`src/design/hb_pwm_pkg.sv`:
```
// Purpose: Shared constants and types for the half-bridge PWM link.
// Assumes: Core clock of 200 MHz on both ends.
// Notes:   Register offsets are 7-bit frame addresses.
`default_nettype none
package hb_pwm_pkg;
   // =========================================================
   // Clock and timing
   localparam int CLK_HZ         = 200_000_000;
   localparam int CLK_NS         = 5;
   localparam int RATE80_HZ      = 80;
   localparam int RATE100_HZ     = 100;
   localparam int RATE200_HZ     = 200;
   localparam int PERIOD80_CYC   = CLK_HZ / RATE80_HZ;
   localparam int PERIOD100_CYC  = CLK_HZ / RATE100_HZ;
   localparam int PERIOD200_CYC  = CLK_HZ / RATE200_HZ;
   localparam int CNT_W          = 22;
   localparam int DEAD_NS        = 250;
   localparam int DEAD_CYC       = (DEAD_NS + CLK_NS - 1) / CLK_NS;
   localparam int DEAD_SUM_CYC   = 2 * DEAD_CYC;
   localparam int SCLK_NS        = 200;
   localparam int SCLK_HALF_CYC  = (SCLK_NS + 2 * CLK_NS - 1) / (2 * CLK_NS);
   localparam int LEAD_NS        = 250;
   localparam int LEAD_CYC       = (LEAD_NS + CLK_NS - 1) / CLK_NS;
   localparam int LAG_NS         = 250;
   localparam int LAG_CYC        = (LAG_NS + CLK_NS - 1) / CLK_NS;
   localparam int CSN_HIGH_NS    = 5000;
   localparam int CSN_HIGH_CYC   = (CSN_HIGH_NS + CLK_NS - 1) / CLK_NS;
   // =========================================================
   // Frame layout
   localparam int FRAME_BITS     = 16;
   localparam int WR_BIT         = 15;
   localparam int HALF_BITS      = 8;
   // =========================================================
   // Device register map and fields
   localparam logic [6:0] REG_STATUS = 7'h00;
   localparam logic [6:0] REG_ACT1   = 7'h01;
   localparam logic [6:0] REG_ACT2   = 7'h02;
   localparam logic [6:0] REG_SEL1   = 7'h03;
   localparam logic [6:0] REG_SEL2   = 7'h04;
   localparam logic [6:0] REG_RATE   = 7'h05;
   localparam logic [6:0] REG_FW     = 7'h06;
   localparam logic [6:0] REG_DUTY1  = 7'h07;
   localparam logic [6:0] REG_DUTY2  = 7'h08;
   localparam logic [6:0] REG_DUTY3  = 7'h09;
   localparam int         FLAG_BIT   = 0;
   localparam logic       FLAG_RESET = 1'h0;
   localparam logic [1:0] RATE_OFF   = 2'h0;
   localparam logic [1:0] RATE_80    = 2'h1;
   localparam logic [1:0] RATE_100   = 2'h2;
   localparam logic [1:0] RATE_200   = 2'h3;
   // =========================================================
   // Synchroniser input positions on the device
   localparam int IN_SCLK = 0;
   localparam int IN_CSN  = 1;
   localparam int IN_SDI  = 2;
   localparam int IN_MODE = 3;
   localparam int IN_VDD  = 4;
   // =========================================================
   // Host register map
   localparam logic [1:0] HREG_TX    = 2'h0;
   localparam logic [1:0] HREG_RX    = 2'h1;
   localparam logic [1:0] HREG_STAT  = 2'h2;
   localparam logic [1:0] HREG_MODE  = 2'h3;
   typedef enum logic [2:0] {
      H_IDLE  = 3'h0,
      H_LEAD  = 3'h1,
      H_SHIFT = 3'h2,
      H_LAG   = 3'h3,
      H_GAP   = 3'h4
   } host_state_t;
endpackage : hb_pwm_pkg
`default_nettype wire

```
`src/design/hb_link_if.sv`:
```
// Purpose: Serial link and mode pin between controller and driver.
// Assumes: The data-out line is pulled low while released.
// Notes:   An undriven mode pin reads low.
`default_nettype none
interface hb_link_if;
   logic sclk;
   logic csN;
   logic sdi;
   logic sdo;
   logic sdoOe;
   logic sdoLine;
   logic modePin;
   // =========================================================
   // Line resolution
   assign sdoLine = sdoOe & sdo;
   modport device (input sclk, input csN, input sdi, input modePin,
                   output sdo, output sdoOe);
   modport host (output sclk, output csN, output sdi, output modePin,
                 input sdoLine);
endinterface : hb_link_if
`default_nettype wire

```
`src/design/hb_driver.sv`:
```
// Purpose: Driver end: serial register bank, PWM and bridge control.
// Assumes: Link pins and supply/mode levels arrive unsynchronised.
// Notes:   Frame is write bit, 7-bit address, 8-bit data, MSB first.
// What this block does
// - Power-on reset clears data, outputs off.
// - Mode pin high gives normal, configurable mode.
// - Mode pin low, or floating, selects sleep.
// - Sleep turns outputs off, resets registers.
// - Low logic supply: serial port ignores frames.
// - Supply undervoltage clears logic, outputs off.
// - After any reset the event flag reads 0.
// - Mode-pin reset not reported: flag reads 0 back in normal.
// - Each bridge: continuous or PWM drive.
// - Host enables one high side, another low.
// - Every bridge output can run PWM.
// - Three channels, each with 8-bit duty.
// - Rate codes 01/10/11 give 80/100/200 Hz.
// - Rate and duty change without glitches.
// - Active or passive free-wheel, passive default.
// - Active free-wheel only above twice dead time.
// - PWM low side, opposite high side free-wheels.
// - Host sets up PWM from tri-stated bridge.
// - Rate code 00 stops the channel off.
// - Stopped channel, active free-wheel: side opposite the enabled one on.
`default_nettype none
module hb_driver
   import hb_pwm_pkg::*;
#(
   parameter int P80  = PERIOD80_CYC,
   parameter int P100 = PERIOD100_CYC,
   parameter int P200 = PERIOD200_CYC
) (
   input  wire logic       clk,
   input  wire logic       rst_b,
   input  wire logic       ce,
   input  wire logic       vddOk,
   hb_link_if.device       link,
   output logic [7:0]      hsOn,
   output logic [7:0]      lsOn,
   output logic            normalMode
);
   typedef struct packed {
      logic [4:0]            s1;
      logic [4:0]            s2;
      logic [4:0]            s3;
      logic [4:0]            filt;
      logic [4:0]            bitCnt;
      logic [15:0]           shIn;
      logic [7:0]            outSh;
      logic                  sdo;
      logic                  oe;
      logic                  flag;
      logic [15:0]           act;
      logic [15:0]           chanSel;
      logic [5:0]            rate;
      logic [7:0]            fw;
      logic [2:0][7:0]       duty;
      logic [7:0]            hsOut;
      logic [7:0]            lsOut;
      logic [7:0][5:0]       dead;
      logic                  normal;
   } dev_t;

   dev_t       r_reg;
   dev_t       r_next;
   logic [2:0] chPwm;
   logic [2:0] chRun;
   logic [2:0] chFwOk;
   logic       active;

   // =========================================================
   // Register read decode
   function automatic logic [7:0] regRead(input dev_t s,
                                          input logic [6:0] a);
      case (a)
         REG_STATUS: regRead = {7'h00, s.flag};
         REG_ACT1:   regRead = s.act[7:0];
         REG_ACT2:   regRead = s.act[15:8];
         REG_SEL1:   regRead = s.chanSel[7:0];
         REG_SEL2:   regRead = s.chanSel[15:8];
         REG_RATE:   regRead = {2'h0, s.rate};
         REG_FW:     regRead = s.fw;
         REG_DUTY1:  regRead = s.duty[0];
         REG_DUTY2:  regRead = s.duty[1];
         REG_DUTY3:  regRead = s.duty[2];
         default:    regRead = 8'h00;
      endcase
   endfunction : regRead

   // =========================================================
   // PWM channels
   assign active = r_reg.filt[IN_MODE] & r_reg.filt[IN_VDD];

   for (genvar c = 0; c < 3; c++) begin : g_chan
      pwm_channel #(
         .P80  (P80),
         .P100 (P100),
         .P200 (P200)
      ) u_chan (
         .clk   (clk),
         .rst_b (rst_b),
         .ce    (ce),
         .clear (!active),
         .rate  (r_reg.rate[2*c+:2]),
         .duty  (r_reg.duty[c]),
         .pwm   (chPwm[c]),
         .run   (chRun[c]),
         .fwOk  (chFwOk[c])
      );
   end

   // =========================================================
   // Next state
   always_comb begin
      logic       sRise;
      logic       sFall;
      logic       csFall;
      logic       csRise;
      logic [7:0] rd;
      logic [1:0] sel;
      logic       hsE;
      logic       lsE;
      logic       p;
      logic       fwA;
      logic       dh;
      logic       dl;
      sRise  = 1'b0;
      sFall  = 1'b0;
      csFall = 1'b0;
      csRise = 1'b0;
      rd     = 8'h00;
      sel    = 2'h0;
      hsE    = 1'b0;
      lsE    = 1'b0;
      p      = 1'b0;
      fwA    = 1'b0;
      dh     = 1'b0;
      dl     = 1'b0;
      r_next = r_reg;
      r_next.s1 = {vddOk, link.modePin, link.sdi, link.csN, link.sclk};
      r_next.s2 = r_reg.s1;
      r_next.s3 = r_reg.s2;
      for (int i = 0; i < 5; i++) begin
         if (r_reg.s2[i] == r_reg.s3[i]) begin
            r_next.filt[i] = r_reg.s3[i];
         end
      end
      r_next.normal = active;
      if (!active) begin
         r_next.flag    = FLAG_RESET;
         r_next.act     = '0;
         r_next.chanSel = '0;
         r_next.rate    = '0;
         r_next.fw      = '0;
         r_next.duty    = '0;
         r_next.hsOut   = '0;
         r_next.lsOut   = '0;
         r_next.dead    = '0;
         r_next.bitCnt  = '0;
         r_next.sdo     = 1'b0;
         r_next.oe      = 1'b0;
      end else begin
         sRise  = r_reg.filt[IN_SCLK] & ~r_next.filt[IN_SCLK] ? 1'b0 :
                  ~r_reg.filt[IN_SCLK] & r_next.filt[IN_SCLK];
         sFall  = r_reg.filt[IN_SCLK] & ~r_next.filt[IN_SCLK];
         csFall = r_reg.filt[IN_CSN] & ~r_next.filt[IN_CSN];
         csRise = ~r_reg.filt[IN_CSN] & r_next.filt[IN_CSN];
         r_next.oe = ~r_next.filt[IN_CSN];
         if (csFall) begin
            r_next.bitCnt = '0;
            r_next.sdo    = r_reg.flag;
            r_next.outSh  = {7'h00, r_reg.flag} << 1;
            r_next.sdo    = 1'b0;
         end else if (csRise) begin
            if (r_reg.bitCnt == 5'(FRAME_BITS) && r_reg.shIn[WR_BIT]) begin
               case (r_reg.shIn[14:8])
                  REG_STATUS: r_next.flag = r_reg.flag | r_reg.shIn[FLAG_BIT];
                  REG_ACT1:   r_next.act[7:0] = r_reg.shIn[7:0];
                  REG_ACT2:   r_next.act[15:8] = r_reg.shIn[7:0];
                  REG_SEL1:   r_next.chanSel[7:0] = r_reg.shIn[7:0];
                  REG_SEL2:   r_next.chanSel[15:8] = r_reg.shIn[7:0];
                  REG_RATE:   r_next.rate = r_reg.shIn[5:0];
                  REG_FW:     r_next.fw = r_reg.shIn[7:0];
                  REG_DUTY1:  r_next.duty[0] = r_reg.shIn[7:0];
                  REG_DUTY2:  r_next.duty[1] = r_reg.shIn[7:0];
                  REG_DUTY3:  r_next.duty[2] = r_reg.shIn[7:0];
                  default:    r_next.flag = r_reg.flag;
               endcase
            end
         end else if (!r_reg.filt[IN_CSN]) begin
            if (sRise) begin
               r_next.shIn   = {r_reg.shIn[14:0], r_next.filt[IN_SDI]};
               r_next.bitCnt = r_reg.bitCnt + 1'b1;
            end else if (sFall) begin
               if (r_reg.bitCnt == 5'(HALF_BITS)) begin
                  rd           = regRead(r_reg, r_reg.shIn[6:0]);
                  r_next.sdo   = rd[7];
                  r_next.outSh = {rd[6:0], 1'b0};
               end else begin
                  r_next.sdo   = r_reg.outSh[7];
                  r_next.outSh = {r_reg.outSh[6:0], 1'b0};
               end
            end
         end
         for (int b = 0; b < 8; b++) begin
            sel = r_reg.chanSel[2*b+:2];
            hsE = r_reg.act[2*b];
            lsE = r_reg.act[2*b+1];
            if (hsE & lsE) begin
               dh = 1'b0;
               dl = 1'b0;
            end else if (sel == 2'h0) begin
               dh = hsE;
               dl = lsE;
            end else begin
               p   = chPwm[sel-1'b1];
               fwA = r_reg.fw[b] &
                     (chRun[sel-1'b1] ? (~p & chFwOk[sel-1'b1]) : 1'b1);
               if (hsE) begin
                  dh = p;
                  dl = fwA;
               end else if (lsE) begin
                  dl = p;
                  dh = fwA;
               end else begin
                  dh = 1'b0;
                  dl = 1'b0;
               end
            end
            if ((r_reg.hsOut[b] & ~dh) | (r_reg.lsOut[b] & ~dl)) begin
               r_next.hsOut[b] = 1'b0;
               r_next.lsOut[b] = 1'b0;
               r_next.dead[b]  = 6'(DEAD_CYC);
            end else if (r_reg.dead[b] != 6'h00) begin
               r_next.dead[b] = r_reg.dead[b] - 1'b1;
            end else begin
               r_next.hsOut[b] = dh;
               r_next.lsOut[b] = dl;
            end
         end
      end
   end

   // =========================================================
   // State register
   always_ff @(posedge clk or negedge rst_b) begin
      if (!rst_b) begin
         r_reg <= '0;
      end else if (ce) begin
         r_reg <= r_next;
      end
   end

   assign hsOn       = r_reg.hsOut;
   assign lsOn       = r_reg.lsOut;
   assign normalMode = r_reg.normal;
   assign link.sdo   = r_reg.sdo;
   assign link.sdoOe = r_reg.oe;
endmodule : hb_driver
`default_nettype wire

```
`src/design/pwm_channel.sv`:
```
// Purpose: One PWM channel with rate and duty taken at period end.
// Assumes: Rate codes from the package.
// Notes:   A stopped channel takes new settings at once.
`default_nettype none
module pwm_channel
   import hb_pwm_pkg::*;
#(
   parameter int P80  = PERIOD80_CYC,
   parameter int P100 = PERIOD100_CYC,
   parameter int P200 = PERIOD200_CYC
) (
   input  wire logic       clk,
   input  wire logic       rst_b,
   input  wire logic       ce,
   input  wire logic       clear,
   input  wire logic [1:0] rate,
   input  wire logic [7:0] duty,
   output logic            pwm,
   output logic            run,
   output logic            fwOk
);
   typedef struct packed {
      logic [CNT_W-1:0] cnt;
      logic [CNT_W-1:0] onCnt;
      logic [1:0]       rate;
      logic             pwm;
      logic             fwOk;
   } chan_t;

   chan_t r_reg;
   chan_t r_next;

   // =========================================================
   // Helpers
   function automatic logic [CNT_W-1:0] periodOf(input logic [1:0] code);
      case (code)
         RATE_80:  periodOf = CNT_W'(P80);
         RATE_100: periodOf = CNT_W'(P100);
         RATE_200: periodOf = CNT_W'(P200);
         default:  periodOf = '0;
      endcase
   endfunction : periodOf

   function automatic logic [CNT_W-1:0] onTime(input logic [7:0] d,
                                               input logic [1:0] code);
      logic [31:0] p;
      p = 32'(d) * 32'(periodOf(code));
      onTime = p[CNT_W+7:8];
   endfunction : onTime

   // =========================================================
   // Next state
   always_comb begin
      r_next = r_reg;
      if (clear) begin
         r_next = '0;
      end else begin
         if (r_reg.rate == RATE_OFF ||
             r_reg.cnt == periodOf(r_reg.rate) - 1'b1) begin
            r_next.rate  = rate;
            r_next.cnt   = '0;
            r_next.onCnt = onTime(duty, rate);
            r_next.fwOk  = (r_next.onCnt > CNT_W'(DEAD_SUM_CYC)) &&
                           (periodOf(rate) - r_next.onCnt >
                            CNT_W'(DEAD_SUM_CYC));
         end else begin
            r_next.cnt = r_reg.cnt + 1'b1;
         end
         r_next.pwm = (r_next.rate != RATE_OFF) &&
                      (r_next.cnt < r_next.onCnt);
      end
   end

   always_ff @(posedge clk or negedge rst_b) begin
      if (!rst_b) begin
         r_reg <= '0;
      end else if (ce) begin
         r_reg <= r_next;
      end
   end

   assign pwm  = r_reg.pwm;
   assign run  = r_reg.rate != RATE_OFF;
   assign fwOk = r_reg.fwOk;
endmodule : pwm_channel
`default_nettype wire

```
`src/flat_wrapper.sv`:
```
// flat-port wrapper written by rule: the top's interface ports become plain ports
module hb_driver_flat import hb_pwm_pkg::*;
#(
   parameter int P80  = PERIOD80_CYC,
   parameter int P100 = PERIOD100_CYC,
   parameter int P200 = PERIOD200_CYC
)
  (clk, rst_b, ce, vddOk, hsOn, lsOn, normalMode, link_sclk, link_csN, link_sdi, link_modePin, link_sdo, link_sdoOe);
  hb_link_if link_i ();
  input  wire logic clk;
  input  wire logic rst_b;
  input  wire logic ce;
  input  wire logic vddOk;
  output logic [7:0] hsOn;
  output logic [7:0] lsOn;
  output logic normalMode;
  input wire logic [$bits(link_i.sclk)-1:0] link_sclk;
  input wire logic [$bits(link_i.csN)-1:0] link_csN;
  input wire logic [$bits(link_i.sdi)-1:0] link_sdi;
  input wire logic [$bits(link_i.modePin)-1:0] link_modePin;
  output wire logic [$bits(link_i.sdo)-1:0] link_sdo;
  output wire logic [$bits(link_i.sdoOe)-1:0] link_sdoOe;
  assign link_i.sclk = link_sclk;
  assign link_i.csN = link_csN;
  assign link_i.sdi = link_sdi;
  assign link_i.modePin = link_modePin;
  assign link_sdo = link_i.sdo;
  assign link_sdoOe = link_i.sdoOe;
  hb_driver #(.P80(P80), .P100(P100), .P200(P200)) u_core (.clk(clk), .rst_b(rst_b), .ce(ce), .vddOk(vddOk), .link(link_i), .hsOn(hsOn), .lsOn(lsOn), .normalMode(normalMode));
endmodule
```
`config.mk`:
```
export PLATFORM = sky130hd
export DESIGN_NAME = hb_driver_flat
export DESIGN_NICKNAME = d
export VERILOG_FILES = /design/src/design/hb_pwm_pkg.sv /design/src/design/hb_link_if.sv /design/src/design/hb_driver.sv /design/src/design/pwm_channel.sv /design/src/flat_wrapper.sv
export SDC_FILE = /design/constraint.sdc
export NUM_CORES = 2
export LEC_CHECK = 0
export ABC_AREA = 1
export BUFFER_PORTS_ARGS = -buffer_cell sky130_fd_sc_hd__buf_2
export CELL_PAD_IN_SITES_DETAIL_PLACEMENT = 1
export CELL_PAD_IN_SITES_GLOBAL_PLACEMENT = 1
export CORE_ASPECT_RATIO = 0.9
export CORE_UTILIZATION = 52
export CTS_CLUSTER_DIAMETER = 60
export DETAILED_ROUTE_END_ITERATION = 6
export GPL_ROUTABILITY_DRIVEN = 0
export GPL_TIMING_DRIVEN = 1
export HOLD_SLACK_MARGIN = 0.1
export PLACE_DENSITY_LB_ADDON = 0.1
export SYNTH_ARGS = -nofsm -noshare
export SYNTH_HDL_FRONTEND = slang
export SYNTH_SLANG_ARGS = --single-unit
```
`constraint.sdc`:
```
create_clock -name clk -period 11.63 [get_ports clk]
set_input_delay 0.5815 -clock clk [delete_from_list [all_inputs] [get_ports clk]]
set_output_delay 0.5815 -clock clk [all_outputs]
set_load 0.02 [all_outputs]
```
* Yosys cells after proc, flatten, opt, wreduce, memory -nomap -nowiden
Index checks and enable logic that the tools add are counted.
** Word-level totals
- Flip-flop bits (word level) :: 331
- Logic and storage cells :: 595
** Operators by class
- Multiply operators :: 3
- $add $sub $neg :: 26
- Muxes and demuxes :: 245
- Magnitude comparators :: 17
- Equal/unequal tests :: 86
- Bitwise gates (word level) :: 84
- Reduce and logical (&&, ||, !) cells :: 73
** Operators by type and width (count)
- case mux 22 bit (3 select lines) :: 6
- two-way mux 22 bit :: 15
- two-way mux 71 bit :: 3
- two-way mux 1 bit :: 152
- two-way mux 24 bit :: 6
- two-way mux 48 bit :: 3
- two-way mux 137 bit :: 1
- > comparator 22 x 7 -> 1 bit (second input constant) :: 6
- two-way mux 6 bit :: 17
- multiplier 8 x 22 -> 30 bit :: 3
- case mux 8 bit (10 select lines) :: 1
- adder 22 x 1 -> 22 bit (second input constant) :: 3
- equality test 22 bit :: 3
- less-than comparator 22 bit :: 3
- subtractor 22 x 1 -> 22 bit (second input constant) :: 3
- subtractor 22 bit :: 3
- two-way mux 8 bit :: 8
- != test 3 bit (second input constant) :: 21
- two-way mux 30 bit :: 2
- equality test 7 x 3 -> 1 bit (second input constant) :: 8
- AND reduction 5 bit :: 11
- binary-select mux 1 bit (select 2 bit) :: 24
- nonzero test 6 bit :: 8
- subtractor 6 x 1 -> 6 bit (second input constant) :: 8
- 27 further kinds :: 216

* Logic depth before layout (Yosys ltp)
- Word-level depth :: 17
- Depth in mapped cells :: 43
- Gate-level depth less buffers :: 42

* Cells and area by module
From an unflattened synthesis, not the netlist that was laid out.
** Unflattened totals
- Cells, all modules :: 5142
- Area total of the unflattened synthesis :: 35889.4 sq um
** By module, submodules not included
- hb_driver :: cells each 1532, area an instance 11190.7 sq um, times used 1, seq. area each 4654.5 sq um
- pwm_channel at u_core.g_chan[0].u_chan :: cells each 1202, area an instance 8274.2 sq um, times used 1, seq. area each 1201.2 sq um
- pwm_channel at u_core.g_chan[1].u_chan :: cells each 1210, area an instance 8221.6 sq um, times used 1, seq. area each 1201.2 sq um
- pwm_channel at u_core.g_chan[2].u_chan :: cells each 1198, area an instance 8202.9 sq um, times used 1, seq. area each 1201.2 sq um

* Worst setup path before layout
OpenSTA, ideal clock, no wires.
- Kind :: reg-to-reg
- Start :: register u_core.r_reg[99] (netlist name)
- End :: register u_core.g_chan[1].u_chan.r_reg, in the netlist u_core.g_chan[1].u_chan.pwm
- Path buffers :: 0
- Setup slack :: 5.633 ns
- Library setup time :: 0.066 ns
- Clock period less this slack :: 5.997 ns
- Cell stages (with the launch flop) :: 34
- Arrival time :: 5.932 ns
- Cells stage by stage :: dfrtp_1 -> inv_1 -> ha_1 -> clkinv_1 -> o21ai_0 -> clkinv_1 -> nand2_1 -> fa_1 -> inv_1 -> fa_1 -> fa_1 -> inv_1 -> fa_1 -> inv_1 -> ha_1 -> a21oi_1 -> o21ai_0 -> a21oi_1 -> nand2_1 -> nand2_2 -> nand2_1 -> a21oi_1 -> xor2_1 -> nand2_1 -> o21ai_0 -> ha_1 -> nand2_1 -> inv_1 -> nand4_1 -> o21bai_1 -> o2111ai_1 -> a21oi_1 -> nand2_1 -> nand2_1
** On the way
- Cells in the longest elaborated chain, start to end :: 10
- Elaborated cells between the ends (all ways) :: 13
- Classes of those cells :: 1 x mul; 1 x order compare; 3 x eq/ne; 6 x mux; 2 x reduce/logical
** Ends and longest elaborated chain
- from (decl) :: RTL line hb_driver.sv:64 : dev_t r_reg;
- from (signal assigned) :: RTL line hb_driver.sv:250 : r_reg <= r_next;
- equality test 2 bit or equality test 2 x 1 -> 1 bit (tied branches) :: RTL line pwm_channel.sv:36 : case (code)
- case mux 22 bit (3 select lines) :: RTL line pwm_channel.sv:36
- two-way mux 22 bit :: RTL line pwm_channel.sv:58 : if (r_reg.rate == RATE_OFF ||
- two-way mux 22 bit :: RTL line pwm_channel.sv:55 : if (clear) begin
- multiplier 8 x 22 -> 30 bit :: RTL line pwm_channel.sv:47 : p = 32'(d) * 32'(periodOf(code));
- two-way mux 24 bit (*) :: RTL line pwm_channel.sv:58
- two-way mux 24 bit (*) :: RTL line pwm_channel.sv:55
- less-than comparator 22 bit :: RTL line pwm_channel.sv:70 : (r_next.cnt < r_next.onCnt);
- logical AND 1 bit (*) :: RTL line pwm_channel.sv:69 : r_next.pwm = (r_next.rate != RATE_OFF) &&
- two-way mux 48 bit (*) :: RTL line pwm_channel.sv:55
- to (signal assigned) :: RTL line pwm_channel.sv:78 : r_reg <= r_next;
- to (decl) :: RTL line pwm_channel.sv:30 : chan_t r_reg;
Mark *: on every way between the ends. The rest lies on a longest branch, timed or not. The select of a mux whose other input is x is not followed.
A chain may end at the register's enable or synchronous reset.

* Worst setup path in the final report
- Start :: register u_core.r_reg[101] (netlist name)
- End :: register u_core.g_chan[2].u_chan.r_reg, in the netlist u_core.g_chan[2].u_chan.pwm
** On the way
- Cells in the longest elaborated chain, start to end :: 10
- Elaborated cells between the ends (all ways) :: 13
- Classes of those cells :: 1 x mul; 1 x order compare; 3 x eq/ne; 6 x mux; 2 x reduce/logical
** Ends and longest elaborated chain (RTL line)
- equality test 2 bit or equality test 2 x 1 -> 1 bit (tied branches) :: pwm_channel.sv:36
- case mux 22 bit (3 select lines) :: pwm_channel.sv:36
- two-way mux 22 bit :: pwm_channel.sv:58
- two-way mux 22 bit :: pwm_channel.sv:55
- multiplier 8 x 22 -> 30 bit :: pwm_channel.sv:47
- two-way mux 24 bit (*) :: pwm_channel.sv:58
- two-way mux 24 bit (*) :: pwm_channel.sv:55
- less-than comparator 22 bit :: pwm_channel.sv:70
- logical AND 1 bit (*) :: pwm_channel.sv:69
- two-way mux 48 bit (*) :: pwm_channel.sv:55
- to (signal assigned) :: pwm_channel.sv:78
- to (decl) :: pwm_channel.sv:30
Marks and branches as above.

==> metrics.txt <==
run status complete, but fails checks; failing checks DRC; Clock Sinks 330; Final HPWL DP 85500 µm; list of most frequent post-synthesis cells nand2_1, inv_1, o21ai_0, ha_1, dfrtp_1; gr usage total 32.7%; Max Clock Freq 126 MHz; area share of fa/ha/maj cells after synthesis 23.3%; # IOs 27; DIE WIDTH 275 µm; drt first pass iters 7; CP required 12.12 ns; Crit Path Category reg2reg; Post-Syn Area 34900 µm²; DP Area 35700 µm²; Most used DFF post-synth dfrtp_1; crit path capture type flop; RSZ-0062 raised after global routing no; Yosys top cell area share 23.7%; CP peak stage delay 0.55 ns; area leader, netlist dfrtp_1; Final ANT Viol Nets 0; vias per std cell 5.63; CTS tree done; non-filler cells in the finished layout 5795; port buffer count 26; Fin Clk Skew 0.0389 ns; P_leak 20.5 nW; Tightest Pin Transition 1.22 ns; total number of vias 32637; cts repair resizes 0; routed wire length 110000 µm; power per standard cell area 80.0 nW/µm²; fillers 8723; Die Footprint 68100 µm²; max_slew headroom 18.9%; # nets final 5438; max reg flops 157; Synth-to-Final Area Change 6.71%; Worst EP arrival 8.45 ns; setup slack after layout 3.67 ns; DRC violations left 1; largest family of logic cells by synthesized area simple AND/OR/NAND/NOR gates; Max FO, Critical Path 9; area share of and/or/nand/nor cells after synthesis 25.1%; Synth area leaders dfrtp_1, nand2_1, ha_1; most numerous cell in the Yosys netlist nand2_1; diodes inserted 0; Longest Clk Path Bufs 3; clk slew on worst S/H paths 0.06 ns; xor and xnor area share after synthesis 2.99%; H-tree Lvls 2; Yosys warnings 0; Initial Utilization 52.9%; Post-Synthesis Cells 4925; Yosys cell types 63; largest net degree at the start of global routing 140; peak supply drop 0.000122 V; most used cell, CP nand2_1; #FFs+latches synth 330; Syn Area/Cell 7.08 µm²; TNS Setup 0 ns; Finished Cell Area 37200 µm²; Root Driver clkbuf_16; Syn Nets 5464; Setup crit start kind flop; initial detailed-routing violation count 2149; CP bufs+invs 7; initial antenna violation count 0; FF/Latch Area 8260 µm²; async set or reset register ratio after synthesis 100%; routed len/inst 19.0 µm; sequential fraction of the synthesis area 23.7%; Placed Cells 5715; CTS buffer count 45; total gr overflow 0; share of layout cells above drive strength 1 4.89%; post-synthesis mux area share 0.614%; vias in the first global route 33623; EDFF count, synth 0; DP Worst Slack 3.91 ns; post-synthesis compound-gate area fraction 12.3%; cell family with most CP delay adder cells; Tcrit/Tclk final 68.5%; Skew-Pair Late Insertion Delay 0.63 ns; Rows 89; first-pass GRT wire length 178000 µm; Min-Delay Path Class in2reg; Crit-path slowest cell fa_1; Die Y-Extent 248 µm; Maximum Capacitance Violations 0; multi-input combinational cell area 22400 µm²; fin crit period 7.96 ns; core area 65900 µm²; Pins Over Slew Limit 0; Hold Vio Cnt, Final 0; final number of setup-violating endpoints 0
## worst reg2reg max path, delay by kind of cell, from the launching register on
family          cells  cell delay [ns]
simple gates       14             2.59
flops               1             0.40
compound gates      2             0.48
buf+inv             7             1.30
fa+ha+maj           7             3.08
## kinds of logic (layout without fill, tap and decap cells)
kind of cell               after synthesis  in the layout
AOI/OAI and AO/OA                      765            765
xor gates and xnor gates               118            118
adders and majority gates              531            531
buffers and inverters                 1100           1106
DFF                                    330            330
muxes                                   20             20
and+or+nand+nor                       2061           2061
## power breakdown
part	internal [mW]	leakage [nW]	switching, mW
Clock	0.780	0.696	0.611
Sequential	1.19	4.56	0.0439
Combinational	0.114	15.2	0.235
## path summary, 6_finish.rpt
path,start,endpoint,slack [ns],cells after the start
worst max register to register,u_core.r_reg[101],u_core.g_chan[2].u_chan.pwm,3.67,30
worst min register to register,u_core.g_chan[2].u_chan.r_reg[21],u_core.g_chan[2].u_chan.r_reg[21],0.48,2
worst min-delay path,link_sclk,u_core.r_next[177],0.16,3
worst max-delay path,u_core.r_reg[101],u_core.g_chan[2].u_chan.pwm,3.67,30
max in group asynchronous,rst_b,u_core.lsOn[7],9.71,3
min in group asynchronous,rst_b,u_core.g_chan[2].u_chan.r_reg[28],0.58,2
## layout make-up
| class | count | share of cell area, % |
|---|---|---|
| timing repair buffer | 47 | 0.848 |
| sequential | 330 | 22.2 |
| clock inverter | 17 | 0.548 |
| inverter | 980 | 9.90 |
| multi-input combinational | 3495 | 60.3 |
| clock buffer | 62 | 3.33 |
| tap | 864 | 2.91 |
## placed cells by master (no fill, tap or decap), types with 11 or more instances in the layout
master        n
ha_1        336
inv_1       956
o211ai_1     16
buf_2        24
nand4_1      61
dfrtp_1     330
nand3_2      13
o21ai_1      17
clkbuf_16    45
mux2_2       11
o21bai_1     13
nand3_1     264
clkbuf_1     12
nor3_1       66
nor2_2       13
xnor2_1      31
o21ai_0     388
nand2_1    1250
buf_4        20
inv_2        14
o22ai_1      77
xor2_1       86
nand3b_1     16
nor4_1       17
fa_1        195
a21oi_1     180
nand2_2      31
nor2_1      300
## repair_timing
item / 4_1_cts / 5_1_grt
endpoints found under the hold margin: 76 / 0
setup buffers: 0 / 0
hold buffers: 1 / 0
## stage by stage
stage | utilization [%] | hold slack (ns) | total power [mW]
finish | 56.4 | 0.161 | 2.98
global placement | 54.2 | 0.459 | 1.58
floorplan | - | 0.286 | 1.49
detailed placement | 54.2 | 0.467 | 1.60
global route | 56.4 | 0.171 | 3.09
CTS | 56.4 | 0.131 | 3.00
## routing by layer
metal  track usage (%)  wire length, µm
met1              45.6            50700
met2              53.2            51000
met3              3.86             5700
met4              9.65             2970
met5                 0                0
Power figures use the tool's default switching activity.
